## src/verilog/dialler_pkg.sv

```systemverilog
// constants, types and a timing function shared by the pulse dialler
package dialler_pkg;

  // ---------------------------------------------------------------
  // clocking
  // ---------------------------------------------------------------
  localparam int SYS_CLK_HZ = 250000000;
  localparam int DIAL_KHZ = 18;
  localparam int TICK_DIV = SYS_CLK_HZ / (DIAL_KHZ * 1000);
  localparam int DIGITS = 20;

  // debounce: least time, rounded up to whole ticks
  localparam int DEBOUNCE_US = 8500;
  localparam logic [15:0] DEBOUNCE_TICKS =
    16'((DEBOUNCE_US * DIAL_KHZ + 999) / 1000);

  // ---------------------------------------------------------------
  // pulse rates and mark/space split
  // ---------------------------------------------------------------
  localparam int RATE_SLOW_PPS = 10;
  localparam int RATE_MID_PPS = 20;
  localparam int RATE_FAST_PPS = 600;
  localparam logic [15:0] PERIOD_SLOW = 16'(DIAL_KHZ * 1000 / RATE_SLOW_PPS);
  localparam logic [15:0] PERIOD_MID = 16'(DIAL_KHZ * 1000 / RATE_MID_PPS);
  localparam logic [15:0] PERIOD_FAST = 16'(DIAL_KHZ * 1000 / RATE_FAST_PPS);
  localparam logic [5:0] RATIO_DEN = 6'h1e;
  localparam logic [5:0] MARK_70 = 6'h15;
  localparam logic [5:0] MARK_50 = 6'h0f;
  localparam logic [5:0] MARK_TWO_THIRDS = 6'h14;
  localparam logic [5:0] MARK_60 = 6'h12;

  // ---------------------------------------------------------------
  // inter-digit pauses, per rate and pause select
  // ---------------------------------------------------------------
  localparam int IDP_SLOW_PH2_US = 400000;
  localparam int IDP_SLOW_LOW_US = 800000;
  localparam int IDP_SLOW_PH1_US = 1000000;
  localparam int IDP_MID_PH2_US = 200000;
  localparam int IDP_MID_LOW_US = 400000;
  localparam int IDP_MID_PH1_US = 500000;
  localparam int IDP_FAST_PH2_US = 6660;
  localparam int IDP_FAST_LOW_US = 13330;
  localparam int IDP_FAST_PH1_US = 18330;

  function automatic logic [15:0] us_to_ticks(input int us);
    return 16'((us * DIAL_KHZ + 500) / 1000);
  endfunction

  // ---------------------------------------------------------------
  // option select codes (four-level pins become two-bit codes)
  // ---------------------------------------------------------------
  localparam logic [1:0] SEL_PH1 = 2'h0;
  localparam logic [1:0] SEL_PH2 = 2'h1;
  localparam logic [1:0] SEL_LOW = 2'h2;
  localparam logic [1:0] SEL_HIGH = 2'h3;

  localparam logic [3:0] KEY_AP_CODE = 4'hf;

  // ---------------------------------------------------------------
  // register map
  // ---------------------------------------------------------------
  localparam logic [7:0] REG_CTRL = 8'h00;
  localparam logic [7:0] REG_STATUS = 8'h04;
  localparam int CTRL_RATE_LSB = 0;
  localparam int CTRL_RATIO_LSB = 2;
  localparam int CTRL_PAUSE_LSB = 4;
  localparam logic [5:0] CTRL_RESET = 6'h2a;
  localparam int ST_RD_LSB = 8;
  localparam int ST_STATE_LSB = 16;
  localparam int ST_HOLD_BIT = 20;
  localparam int ST_PEND_BIT = 21;

  typedef struct packed {
    logic [1:0] pause;
    logic [1:0] ratio;
    logic [1:0] rate;
  } opt_s;

  typedef struct packed {
    logic valid;
    logic [3:0] code;
  } key_s;

  typedef enum logic [2:0] {
    S_IDLE = 3'b000,
    S_PREPAUSE = 3'b001,
    S_MARK = 3'b010,
    S_SPACE = 3'b011,
    S_IDP = 3'b100,
    S_APAUSE = 3'b101,
    S_DONE = 3'b110
  } state_e;

endpackage

```

## src/verilog/push_button_pulse_dialler.sv

```systemverilog
// push-button keyboard to loop-disconnect pulse dialler with redial
// Function
// - reset low clears digit store and all counters
// - store holds one number of at most 20 digits
// - mute low while entering or dialling, high in access pause and done
// - access pause output low while an access pause is required
// - redial output low while redial mode is selected
// - low keyboard strobe reads inhibit or key code, nothing otherwise
// - key codes map to digits 1..9, 0 as ten, access pause
// - rate select gives 600, 20 or 10 pulses per second
// - line output low during mark, high during space
// - ratio select gives 70/30, 50/50, 2/3-1/3, 60/40
// - mark and space come from exact tick division
// - digit strobe low while a digit is outpulsed
// - inhibit toggles redial mode outside access pause
// - toggle before keying: digits stored, dialling waits for toggle
// - toggle while dialling halts; next toggle resumes
// - toggle after completion keeps number; next toggle redials it
// - in access pause inhibit is a level gate on outpulsing
// - pause select sets inter-digit pause per rate
// - pre-digit pause equal to inter-digit pause before first digit
// - all timing in fixed counts of the 18 kHz tick
// - strobe must stay low 8.5 ms before code is taken
// - invalid key codes are dropped
// - stored digits read without destroying them
//
// The Wishbone slave port and the placing of the registers were left to the implementer.
`timescale 1ns/1ns
module push_button_pulse_dialler
  import dialler_pkg::*;
#(
  parameter int TICK_CYCLES = TICK_DIV,
  parameter int MAX_DIGITS = DIGITS
) (
  input wire logic CLK_SYS,
  input wire logic RST_N,
  input wire logic KBD_STROBE_N,
  input wire logic [3:0] KEY_CODE_INPUTS,
  input wire logic INHIBIT,
  input wire logic WB_CYC_I,
  input wire logic WB_STB_I,
  input wire logic WB_WE_I,
  input wire logic [7:0] WB_ADR_I,
  input wire logic [3:0] WB_SEL_I,
  input wire logic [31:0] WB_DAT_I,
  output logic [31:0] WB_DAT_O,
  output logic WB_ACK_O,
  output logic REDIAL_N,
  output logic ACCESS_PAUSE_N,
  output logic MUTE_N,
  output logic LINE_N,
  output logic DIGIT_STROBE_N
);

  localparam int IW = $clog2(MAX_DIGITS + 1);

  // ---------------------------------------------------------------
  // timing and key decode functions
  // ---------------------------------------------------------------
  function automatic logic [15:0] period_ticks(input logic [1:0] rate);
    case (rate)
      SEL_PH1: return PERIOD_FAST;
      SEL_PH2: return PERIOD_MID;
      default: return PERIOD_SLOW;
    endcase
  endfunction

  // exact integer split of the period, independent of tick rate
  function automatic logic [15:0] mark_ticks(input logic [1:0] rate,
                                             input logic [1:0] ratio);
    logic [5:0] num;
    logic [31:0] prod;
    case (ratio)
      SEL_PH1: num = MARK_70;
      SEL_PH2: num = MARK_50;
      SEL_LOW: num = MARK_TWO_THIRDS;
      default: num = MARK_60;
    endcase
    prod = 32'(period_ticks(rate)) * 32'(num);
    return 16'(prod / 32'(RATIO_DEN));
  endfunction

  function automatic logic [15:0] idp_ticks(input logic [1:0] rate,
                                            input logic [1:0] pause);
    logic [15:0] t;
    case (rate)
      SEL_PH1: begin
        t = (pause == SEL_PH2) ? us_to_ticks(IDP_FAST_PH2_US) :
            (pause == SEL_PH1) ? us_to_ticks(IDP_FAST_PH1_US) :
            us_to_ticks(IDP_FAST_LOW_US);
      end
      SEL_PH2: begin
        t = (pause == SEL_PH2) ? us_to_ticks(IDP_MID_PH2_US) :
            (pause == SEL_PH1) ? us_to_ticks(IDP_MID_PH1_US) :
            us_to_ticks(IDP_MID_LOW_US);
      end
      default: begin
        t = (pause == SEL_PH2) ? us_to_ticks(IDP_SLOW_PH2_US) :
            (pause == SEL_PH1) ? us_to_ticks(IDP_SLOW_PH1_US) :
            us_to_ticks(IDP_SLOW_LOW_US);
      end
    endcase
    return t;
  endfunction

  function automatic key_s key_decode(input logic [3:0] c);
    key_s k;
    k.valid = 1'b1;
    case (c)
      4'hf: k.code = 4'h1;
      4'he: k.code = 4'h2;
      4'hd: k.code = 4'h3;
      4'hb: k.code = 4'h4;
      4'ha: k.code = 4'h5;
      4'h9: k.code = 4'h6;
      4'h7: k.code = 4'h7;
      4'h6: k.code = 4'h8;
      4'h5: k.code = 4'h9;
      4'hc: k.code = 4'ha;
      4'h3: k.code = KEY_AP_CODE;
      default: begin
        k.valid = 1'b0;
        k.code = 4'h0;
      end
    endcase
    return k;
  endfunction

  // ---------------------------------------------------------------
  // declarations
  // ---------------------------------------------------------------
  logic [5:0] pin_m_q;
  logic [5:0] pin_s_q;
  logic [15:0] tick_cnt_q;
  logic tick_q;
  opt_s opt_q;
  opt_s opt_live_q;
  logic [15:0] deb_cnt_q;
  logic taken_q;
  logic hold_q;
  logic [IW-1:0] wr_cnt_q;
  logic [IW-1:0] rd_idx_q;
  logic [IW-1:0] rd_idx_d;
  logic [3:0] store_q [MAX_DIGITS+1];
  state_e state_q;
  state_e state_d;
  logic [15:0] cnt_q;
  logic [15:0] cnt_d;
  logic [3:0] pulses_q;
  logic [3:0] pulses_d;
  logic load;
  logic ack_q;
  logic [31:0] dat_q;
  logic redial_q;
  logic ap_q;
  logic mute_q;
  logic line_q;
  logic dstrobe_q;

  // ---------------------------------------------------------------
  // pin synchronisers and tick divider
  // ---------------------------------------------------------------
  always_ff @(posedge CLK_SYS) begin
    if (!RST_N) begin
      pin_m_q <= 6'h3f;
      pin_s_q <= 6'h3f;
    end else begin
      pin_m_q <= {KBD_STROBE_N, INHIBIT, KEY_CODE_INPUTS};
      pin_s_q <= pin_m_q;
    end
  end

  wire strobe_low = !pin_s_q[5];
  wire inh_s = pin_s_q[4];
  wire [3:0] code_s = pin_s_q[3:0];
  wire tick_wrap = tick_cnt_q == 16'(TICK_CYCLES - 1);

  // one tick stands in for one period of the two-phase clock
  always_ff @(posedge CLK_SYS) begin
    if (!RST_N) begin
      tick_cnt_q <= 16'h0;
      tick_q <= 1'b0;
    end else begin
      tick_cnt_q <= tick_wrap ? 16'h0 : tick_cnt_q + 16'h1;
      tick_q <= tick_wrap;
    end
  end

  // selects only move on a tick; a rewrite during a mark still sets the space of that pulse
  always_ff @(posedge CLK_SYS) begin
    if (!RST_N) begin
      opt_live_q <= CTRL_RESET;
    end else if (tick_q) begin
      opt_live_q <= opt_q;
    end
  end

  // ---------------------------------------------------------------
  // keyboard debounce and decode
  // ---------------------------------------------------------------
  // one tick past the count so a strobe caught just before a tick still
  // sees the full debounce time
  wire deb_full = deb_cnt_q > DEBOUNCE_TICKS;
  wire acc = strobe_low && deb_full && !taken_q;
  wire in_ap = state_q == S_APAUSE;
  // outside an access pause inhibit is only trusted while the keyboard holds the strobe low
  wire acc_inh = acc && inh_s;
  wire acc_key = acc && !inh_s;
  wire toggle = acc_inh && !in_ap;
  key_s kd;
  assign kd = key_decode(code_s);
  wire store_en = acc_key && kd.valid &&
                  (wr_cnt_q < IW'(MAX_DIGITS));

  always_ff @(posedge CLK_SYS) begin
    if (!RST_N || !strobe_low) begin
      deb_cnt_q <= 16'h0;
      taken_q <= 1'b0;
    end else begin
      if (tick_q && !deb_full) begin
        deb_cnt_q <= deb_cnt_q + 16'h1;
      end
      if (acc) begin
        taken_q <= 1'b1;
      end
    end
  end

  // ---------------------------------------------------------------
  // digit store and redial mode
  // ---------------------------------------------------------------
  always_ff @(posedge CLK_SYS) begin
    if (!RST_N) begin
      wr_cnt_q <= '0;
      for (int i = 0; i <= MAX_DIGITS; i++) begin
        store_q[i] <= 4'h0;
      end
    end else if (store_en) begin
      store_q[wr_cnt_q] <= kd.code;
      wr_cnt_q <= wr_cnt_q + IW'(1);
    end
  end

  always_ff @(posedge CLK_SYS) begin
    if (!RST_N) begin
      hold_q <= 1'b0;
    end else if (toggle) begin
      hold_q <= !hold_q;
    end
  end

  // ---------------------------------------------------------------
  // outpulsing state machine
  // ---------------------------------------------------------------
  // the spare slot past the last digit is never written and reads 0
  wire [3:0] cur_code = store_q[rd_idx_q];
  wire pending = rd_idx_q < wr_cnt_q;
  wire [15:0] mark_t = mark_ticks(opt_live_q.rate, opt_live_q.ratio);
  wire [15:0] space_t = period_ticks(opt_live_q.rate) - mark_t;
  wire [15:0] idp_t = idp_ticks(opt_live_q.rate, opt_live_q.pause);
  wire expire = tick_q && (cnt_q <= 16'h1);
  wire restart = toggle && hold_q && (state_q == S_DONE) &&
                 (wr_cnt_q != '0);

  always_comb begin
    state_d = state_q;
    cnt_d = (tick_q && cnt_q > 16'h1) ? cnt_q - 16'h1 : cnt_q;
    pulses_d = pulses_q;
    rd_idx_d = rd_idx_q;
    load = 1'b0;
    unique case (state_q)
      S_IDLE: begin
        if (pending && !hold_q) begin
          state_d = S_PREPAUSE;
          cnt_d = idp_t;
        end
      end
      S_PREPAUSE: begin
        load = expire && !hold_q;
      end
      S_MARK: begin
        if (expire) begin
          state_d = S_SPACE;
          cnt_d = space_t;
        end
      end
      S_SPACE: begin
        if (expire) begin
          if (pulses_q == 4'h1) begin
            rd_idx_d = rd_idx_q + IW'(1);
            state_d = S_IDP;
            cnt_d = idp_t;
          end else begin
            pulses_d = pulses_q - 4'h1;
            state_d = S_MARK;
            cnt_d = mark_t;
          end
        end
      end
      S_IDP: begin
        // a halt is taken at the digit boundary, never inside a pulse
        if (expire && !hold_q) begin
          if (pending) begin
            load = 1'b1;
          end else begin
            state_d = S_DONE;
          end
        end
      end
      S_APAUSE: begin
        if (expire && !inh_s) begin
          rd_idx_d = rd_idx_q + IW'(1);
          state_d = S_IDP;
          cnt_d = idp_t;
        end
      end
      S_DONE: begin
        if (restart) begin
          rd_idx_d = '0;
          state_d = S_PREPAUSE;
          cnt_d = idp_t;
        end else if (pending && !hold_q) begin
          load = 1'b1;
        end
      end
      default: begin
        state_d = S_IDLE;
      end
    endcase
    if (load) begin
      if (cur_code == KEY_AP_CODE) begin
        state_d = S_APAUSE;
        cnt_d = idp_t;
      end else begin
        state_d = S_MARK;
        pulses_d = cur_code;
        cnt_d = mark_t;
      end
    end
  end

  always_ff @(posedge CLK_SYS) begin
    if (!RST_N) begin
      state_q <= S_IDLE;
      cnt_q <= 16'h0;
      pulses_q <= 4'h0;
      rd_idx_q <= '0;
    end else begin
      state_q <= state_d;
      cnt_q <= cnt_d;
      pulses_q <= pulses_d;
      rd_idx_q <= rd_idx_d;
    end
  end

  // ---------------------------------------------------------------
  // line side outputs
  // ---------------------------------------------------------------
  wire busy = (state_q == S_PREPAUSE) || (state_q == S_MARK) ||
              (state_q == S_SPACE) || (state_q == S_IDP);
  wire mute_on = busy || (pending && !in_ap);
  wire digit_on = (state_q == S_MARK) || (state_q == S_SPACE);

  always_ff @(posedge CLK_SYS) begin
    if (!RST_N) begin
      redial_q <= 1'b1;
      ap_q <= 1'b1;
      mute_q <= 1'b1;
      line_q <= 1'b1;
      dstrobe_q <= 1'b1;
    end else begin
      redial_q <= !hold_q;
      ap_q <= !in_ap;
      mute_q <= !mute_on;
      line_q <= state_q != S_MARK;
      dstrobe_q <= !digit_on;
    end
  end

  assign REDIAL_N = redial_q;
  assign ACCESS_PAUSE_N = ap_q;
  assign MUTE_N = mute_q;
  assign LINE_N = line_q;
  assign DIGIT_STROBE_N = dstrobe_q;

  // ---------------------------------------------------------------
  // wishbone slave
  // ---------------------------------------------------------------
  // unmapped addresses still ack, read zero and drop writes
  wire wb_req = WB_CYC_I && WB_STB_I && !ack_q;
  wire hit_ctrl = WB_ADR_I == REG_CTRL;
  wire hit_status = WB_ADR_I == REG_STATUS;
  wire ctrl_we = wb_req && WB_WE_I && hit_ctrl && WB_SEL_I[0];
  wire [31:0] status_w = 32'(wr_cnt_q) |
                         (32'(rd_idx_q) << ST_RD_LSB) |
                         (32'(state_q) << ST_STATE_LSB) |
                         (32'(hold_q) << ST_HOLD_BIT) |
                         (32'(pending) << ST_PEND_BIT);
  wire [31:0] rd_mux = hit_ctrl ? 32'(opt_q) :
                       hit_status ? status_w : 32'h0;

  always_ff @(posedge CLK_SYS) begin
    if (!RST_N) begin
      ack_q <= 1'b0;
      dat_q <= 32'h0;
      opt_q <= CTRL_RESET;
    end else begin
      ack_q <= wb_req;
      dat_q <= (wb_req && !WB_WE_I) ? rd_mux : 32'h0;
      if (ctrl_we) begin
        opt_q <= WB_DAT_I[5:0];
      end
    end
  end

  assign WB_ACK_O = ack_q;
  assign WB_DAT_O = dat_q;

  // ---------------------------------------------------------------
  // assertions
  // ---------------------------------------------------------------
  a_reset_clear: assert property (@(posedge CLK_SYS) disable iff (!RST_N)
    $rose(RST_N) |-> (wr_cnt_q == '0) && (state_q == S_IDLE))
    else $error("store or state not cleared by reset");
  a_store_depth: assert property (@(posedge CLK_SYS) disable iff (!RST_N)
    wr_cnt_q <= IW'(MAX_DIGITS))
    else $error("digit store overfilled");
  a_mute_dial: assert property (@(posedge CLK_SYS) disable iff (!RST_N)
    (state_q == S_MARK) ##1 (state_q == S_MARK) |-> !MUTE_N)
    else $error("mute released during a mark");
  a_ap_output: assert property (@(posedge CLK_SYS) disable iff (!RST_N)
    in_ap |=> !ACCESS_PAUSE_N && MUTE_N)
    else $error("access pause outputs wrong");
  a_redial_out: assert property (@(posedge CLK_SYS) disable iff (!RST_N)
    toggle && !hold_q |=> ##1 !REDIAL_N)
    else $error("redial output not low in redial mode");
  a_line_mark: assert property (@(posedge CLK_SYS) disable iff (!RST_N)
    (state_q == S_MARK) |=> !LINE_N && !DIGIT_STROBE_N)
    else $error("line not in break during mark");
  a_mark_load: assert property (@(posedge CLK_SYS) disable iff (!RST_N)
    (state_q != S_MARK && state_d == S_MARK) |=>
      cnt_q == $past(mark_t))
    else $error("mark length not loaded");
  a_pulse_count: assert property (@(posedge CLK_SYS) disable iff (!RST_N)
    load && (cur_code != KEY_AP_CODE) |=>
      pulses_q == $past(cur_code))
    else $error("pulse count differs from stored digit");
  a_halt_hold: assert property (@(posedge CLK_SYS) disable iff (!RST_N)
    (state_q == S_IDP) && hold_q |=> state_q == S_IDP)
    else $error("dialling continued while halted");
  a_ap_gate: assert property (@(posedge CLK_SYS) disable iff (!RST_N)
    in_ap && inh_s |=> in_ap && $stable(hold_q))
    else $error("inhibit did not gate the access pause");
  a_hold_toggle: assert property (@(posedge CLK_SYS) disable iff (!RST_N)
    toggle |=> hold_q != $past(hold_q))
    else $error("inhibit did not toggle redial mode");
  a_prepause: assert property (@(posedge CLK_SYS) disable iff (!RST_N)
    (state_d == S_PREPAUSE && state_q != S_PREPAUSE) |=>
      cnt_q == $past(idp_t))
    else $error("pre-digit pause length wrong");
  a_debounce: assert property (@(posedge CLK_SYS) disable iff (!RST_N)
    acc |-> strobe_low && deb_cnt_q == DEBOUNCE_TICKS + 16'h1)
    else $error("key taken before debounce time");
  a_bad_key: assert property (@(posedge CLK_SYS) disable iff (!RST_N)
    acc_key && !kd.valid |=> $stable(wr_cnt_q))
    else $error("invalid key code stored");

endmodule

```

## config.mk

```make
export PLATFORM = sky130hd
export DESIGN_NAME = push_button_pulse_dialler
export DESIGN_NICKNAME = d
export VERILOG_FILES = /design/src/verilog/dialler_pkg.sv /design/src/verilog/push_button_pulse_dialler.sv
export SDC_FILE = /design/constraint.sdc
export NUM_CORES = 1
export LEC_CHECK = 0
export ABC_CLOCK_PERIOD_IN_PS = 15950
export BUFFER_PORTS_ARGS = -buffer_cell sky130_fd_sc_hd__buf_2
export CORE_UTILIZATION = 40
export CTS_CLUSTER_DIAMETER = 60
export DETAILED_ROUTE_END_ITERATION = 7
export GPL_TIMING_DRIVEN = 0
export PLACE_DENSITY = 0.53
export SYNTH_ARGS = -nofsm -noshare
export SYNTH_HDL_FRONTEND = slang
export SYNTH_SLANG_ARGS = --single-unit
```

## constraint.sdc

```tcl
create_clock -name CLK_SYS -period 15.95 [get_ports CLK_SYS]
set_input_delay 1.595 -clock CLK_SYS [delete_from_list [all_inputs] [get_ports CLK_SYS]]
set_output_delay 1.595 -clock CLK_SYS [all_outputs]
set_load 0.005 [all_outputs]
```

==> impl_metrics.py <==
metrics = {
    "worst_setup_path": {
        "crit_type": "reg -> reg",
        "max_stage_delay_ns": 0.68,
        "cp_slowest_cell": "a211oi_1",
        "cp-start-kind": "flop",
        "worstPathMaxFanout": 11,
        "r2r-end": "cnt_q[12]",
        "cp.arrival_ns": 12.67,
        "cp.required_ns": 16.36,
        "r2r_slack_ns": 3.69,
        "reg2reg_from": "opt_live_q[0]",
        "crit_path_end_kind": "flop",
        "r2r_cells": 45,
    },
    "sta": {
        "finClkSkew_ns": 0.0110,
        "final_max_slew_viol_count": 0,
        "setup_tns_ns": 0,
        "hold_violations": 0,
        "rsz0062_at_grt": "no",
        "fmax_mhz": 81.6,
        "fin_crit_sh_pct": 76.9,
        "worstMarginPinSlew_ns": 1.21,
        "layout_min_cycle_time_ns": 12.26,
        "relSlewSlack_pct": 18.9,
        "setup_viol": 0,
    },
    "floorplan": {
        "fp-row-count": 71,
        "die_h_um": 199,
        "coreArea_um2": 37800,
        "io_pins": 93,
        "die_area_um2": 39400,
        "chipWidth_um": 199,
        "initial_core_util_pct": 40.8,
    },
    "logic_synthesis": {
        "yosysTopAreaCellShare_pct": 24.9,
        "synth_edf_count": 128,
        "yosysTopAreaCell": "edfxtp_1",
        "synth_flop_cell": "edfxtp_1",
        "yosysWarningCount": 0,
        "synthCells": 1638,
        "synth-seq-area-share_pct": 40.3,
        "synth_area_um2": 15400,
        "synthArstFlopShare_pct": 0,
        "syn_avg_cell_area_um2": 9.43,
        "yosys-top-cells-area": "edfxtp_1 25%, dfxtp_1 15%, nor2_1 6.1%",
        "synthDistinctLibCells": 95,
        "yosys_register_bits": 247,
    },
    "drt": {
        "remaining_drc_errors": 0,
        "route.vias.total": 12700,
        "drt_first_pass_iters": 5,
        "routedWlPerCell_um": 18.4,
        "wirelength_um": 42400,
        "ant_nets": 0,
        "viasPerCell": 5.51,
        "drt_iter0_markers": 962,
    },
    "cells_and_area": {
        "drive_gt1_share_pct": 11.3,
        "final_cells": 2306,
        "area_growth_pct": 12.8,
        "mostFrequentLayoutCell": "nor2_1",
        "mostFrequentLayoutCells": "249 x nor2_1, 157 x nand2_1, 128 x edfxtp_1, 119 x dfxtp_1, 83 x a21oi_1",
        "num_antenna_cells": 0,
        "nets": 1904,
    },
    "worst_hold_path": {
        "worstHoldStart": "pin_m_q[1]",
        "min_path_cells": 1,
        "min_path_type": "reg -> reg",
        "hold-path-endpoint": "pin_s_q[1]",
    },
    "global_route": {
        "track_usage_pct": 21.6,
        "met3_usage_pct": 3.15,
        "grt-busiest-layer": "met2",
        "grt_pass1_wl_um": 66300,
        "grt_use_met1_pct": 29.7,
        "grtUsageMet2_pct": 35.1,
        "grt_pass1_vias": 12100,
        "antenna_found_initial": 0,
        "grt_overflow": 0,
        "grt_start_max_net_pins": 15,
    },
    "run": {
        "maxCapViolations": 0,
    },
    "outcome": {
        "status": "finished clean",
    },
    "power": {
        "pwr-share-seq_pct": 48.7,
        "power_density_nw_per_um2": 82.9,
        "p_int_mw": 1.09,
        "power_frac_comb_pct": 8.6,
        "p_clk_share_pct": 42.8,
        "vdd_drop_max_uv": 82.7,
        "p_sw_uw": 356,
        "p_sw_share_pct": 24.6,
        "leakage_nw": 6.69,
    },
    "cts": {
        "clkTransAtPathRegs_ns": 0.06,
        "htreeDepth": 1,
        "insertion_delay_ns": 0.56,
        "postCtsResizedCells": 0,
        "clock_path_buffers": 3,
        "cts_tree": "done",
        "cts_buffers": 27,
        "hold_buffers": 0,
        "postCtsSetupBuffers": 0,
        "cts.sinks": 247,
        "cts_root_buf": "clkbuf_16",
    },
    "place": {
        "place.detailed.hpwl_um": 31700,
        "place_inst": 2257,
        "portBuffers": 45,
        "gp_congestion": 0.947,
    },
}
==> worst max path at each step <==
stage,from,to,slack [ns]
2_1_floorplan,opt_live_q[1],cnt_q[12],5.45
3_3_place_gp,opt_live_q[0],cnt_q[12],3.86
3_5_place_dp,opt_live_q[1],cnt_q[12],3.85
4_1_cts,opt_live_q[0],cnt_q[12],3.79
5_1_grt,opt_live_q[1],cnt_q[12],2.62
6_report,opt_live_q[0],cnt_q[12],3.69
==> flip-flops by register name, indices dropped and copies added (netlist names), 3 cells and up, named ones only <==
register and flops:
pulses_q 4, wr_cnt_q 5, store_q 128, cnt_q 16, tick_cnt_q 16, state_q 3, rd_idx_q 5, pin_m_q 6
opt_q 6, opt_live_q 6, deb_cnt_q 16, pin_s_q 6, WB_DAT_O 16
==> cells in the mapped netlist (all sizes together), types with 22 or more instances <==
cell type  number
mux2i          29
dfxtp         119
clkbuf         63
nor2          250
o211ai         25
nor3           41
and3           29
and2           34
a21oi          83
nand2b         28
nand2         158
buf            36
xnor2          38
nand3          39
edfxtp        128
xor2           34
ha             59
mux4           40
inv            59
o21ai          67
a211oi         22
==> layer usage <==
metal	vias to the layer above	wire length, um
met1	6105	19300
met2	389	19600
met5	-	0
met4	0	969
met3	64	2510
li1	6151	-
==> cells by family (layout without fill, tap and decap cells) <==
kind of cell / after synthesis / in the layout / share of synthesized area, %
compound gates: 354 / 354 / 15.9
xor+xnor: 72 / 72 / 4.13
fa+ha+maj: 77 / 77 / 6.93
buf+inv: 158 / 252 / 4.53
flops: 247 / 247 / 40.3
mux: 76 / 76 / 8.27
other cells: 1 / 64 / 0.0243
simple gates: 653 / 653 / 19.9
==> worst max-delay path, delay by kind of cell, from the launching register on <==
family                   cells  cell delay (ns)
buffers and inverters        6             1.58
XOR/XNOR                     1             0.22
AND/OR/NAND/NOR             11             2.62
flip-flops                   1             0.35
AO/OA/AOI/OAI               19             4.51
adder cells (fa/ha/maj)      5             1.93
multiplexers                 3             0.86
==> power groups by stage <==
stage / combinational (mW) / clock (mW) / sequential [mW]
floorplan: 0.0863 / 0 / 0.712
global placement: 0.120 / 0 / 0.715
detailed placement: 0.120 / 0 / 0.716
CTS: 0.121 / 0.632 / 0.702
global route: 0.136 / 0.655 / 0.705
finish: 0.124 / 0.618 / 0.703
==> layout make-up <==
class                   instances  area [um2]
clock inverters                17         159
repair buffers                 45         225
multi-input cells            1296        8760
clock buffers                  32         714
plain buffers                  99         478
well taps                     511         639
inverters                      59         221
fillers                      3724       20400
flip-flops and latches        247        6230
==> metrics by stage <==
| step | instance area, um2 | total power, mW | hold WS (ns) | utilization [%] | setup slack [ns] |
|---|---|---|---|---|---|
| finish | 17400 | 1.44 | 0.406 | 46.0 | 3.69 |
| global route | 17400 | 1.50 | 0.427 | 46.0 | 2.62 |
| CTS | 17400 | 1.46 | 0.407 | 46.0 | 3.79 |
| detailed placement | 16500 | 0.836 | 0.392 | 43.7 | 3.85 |
| global placement | 16500 | 0.835 | 0.391 | 43.7 | 3.86 |
| floorplan | 15700 | 0.798 | 0.386 | - | 5.45 |
(Power assumes the default switching activity.)
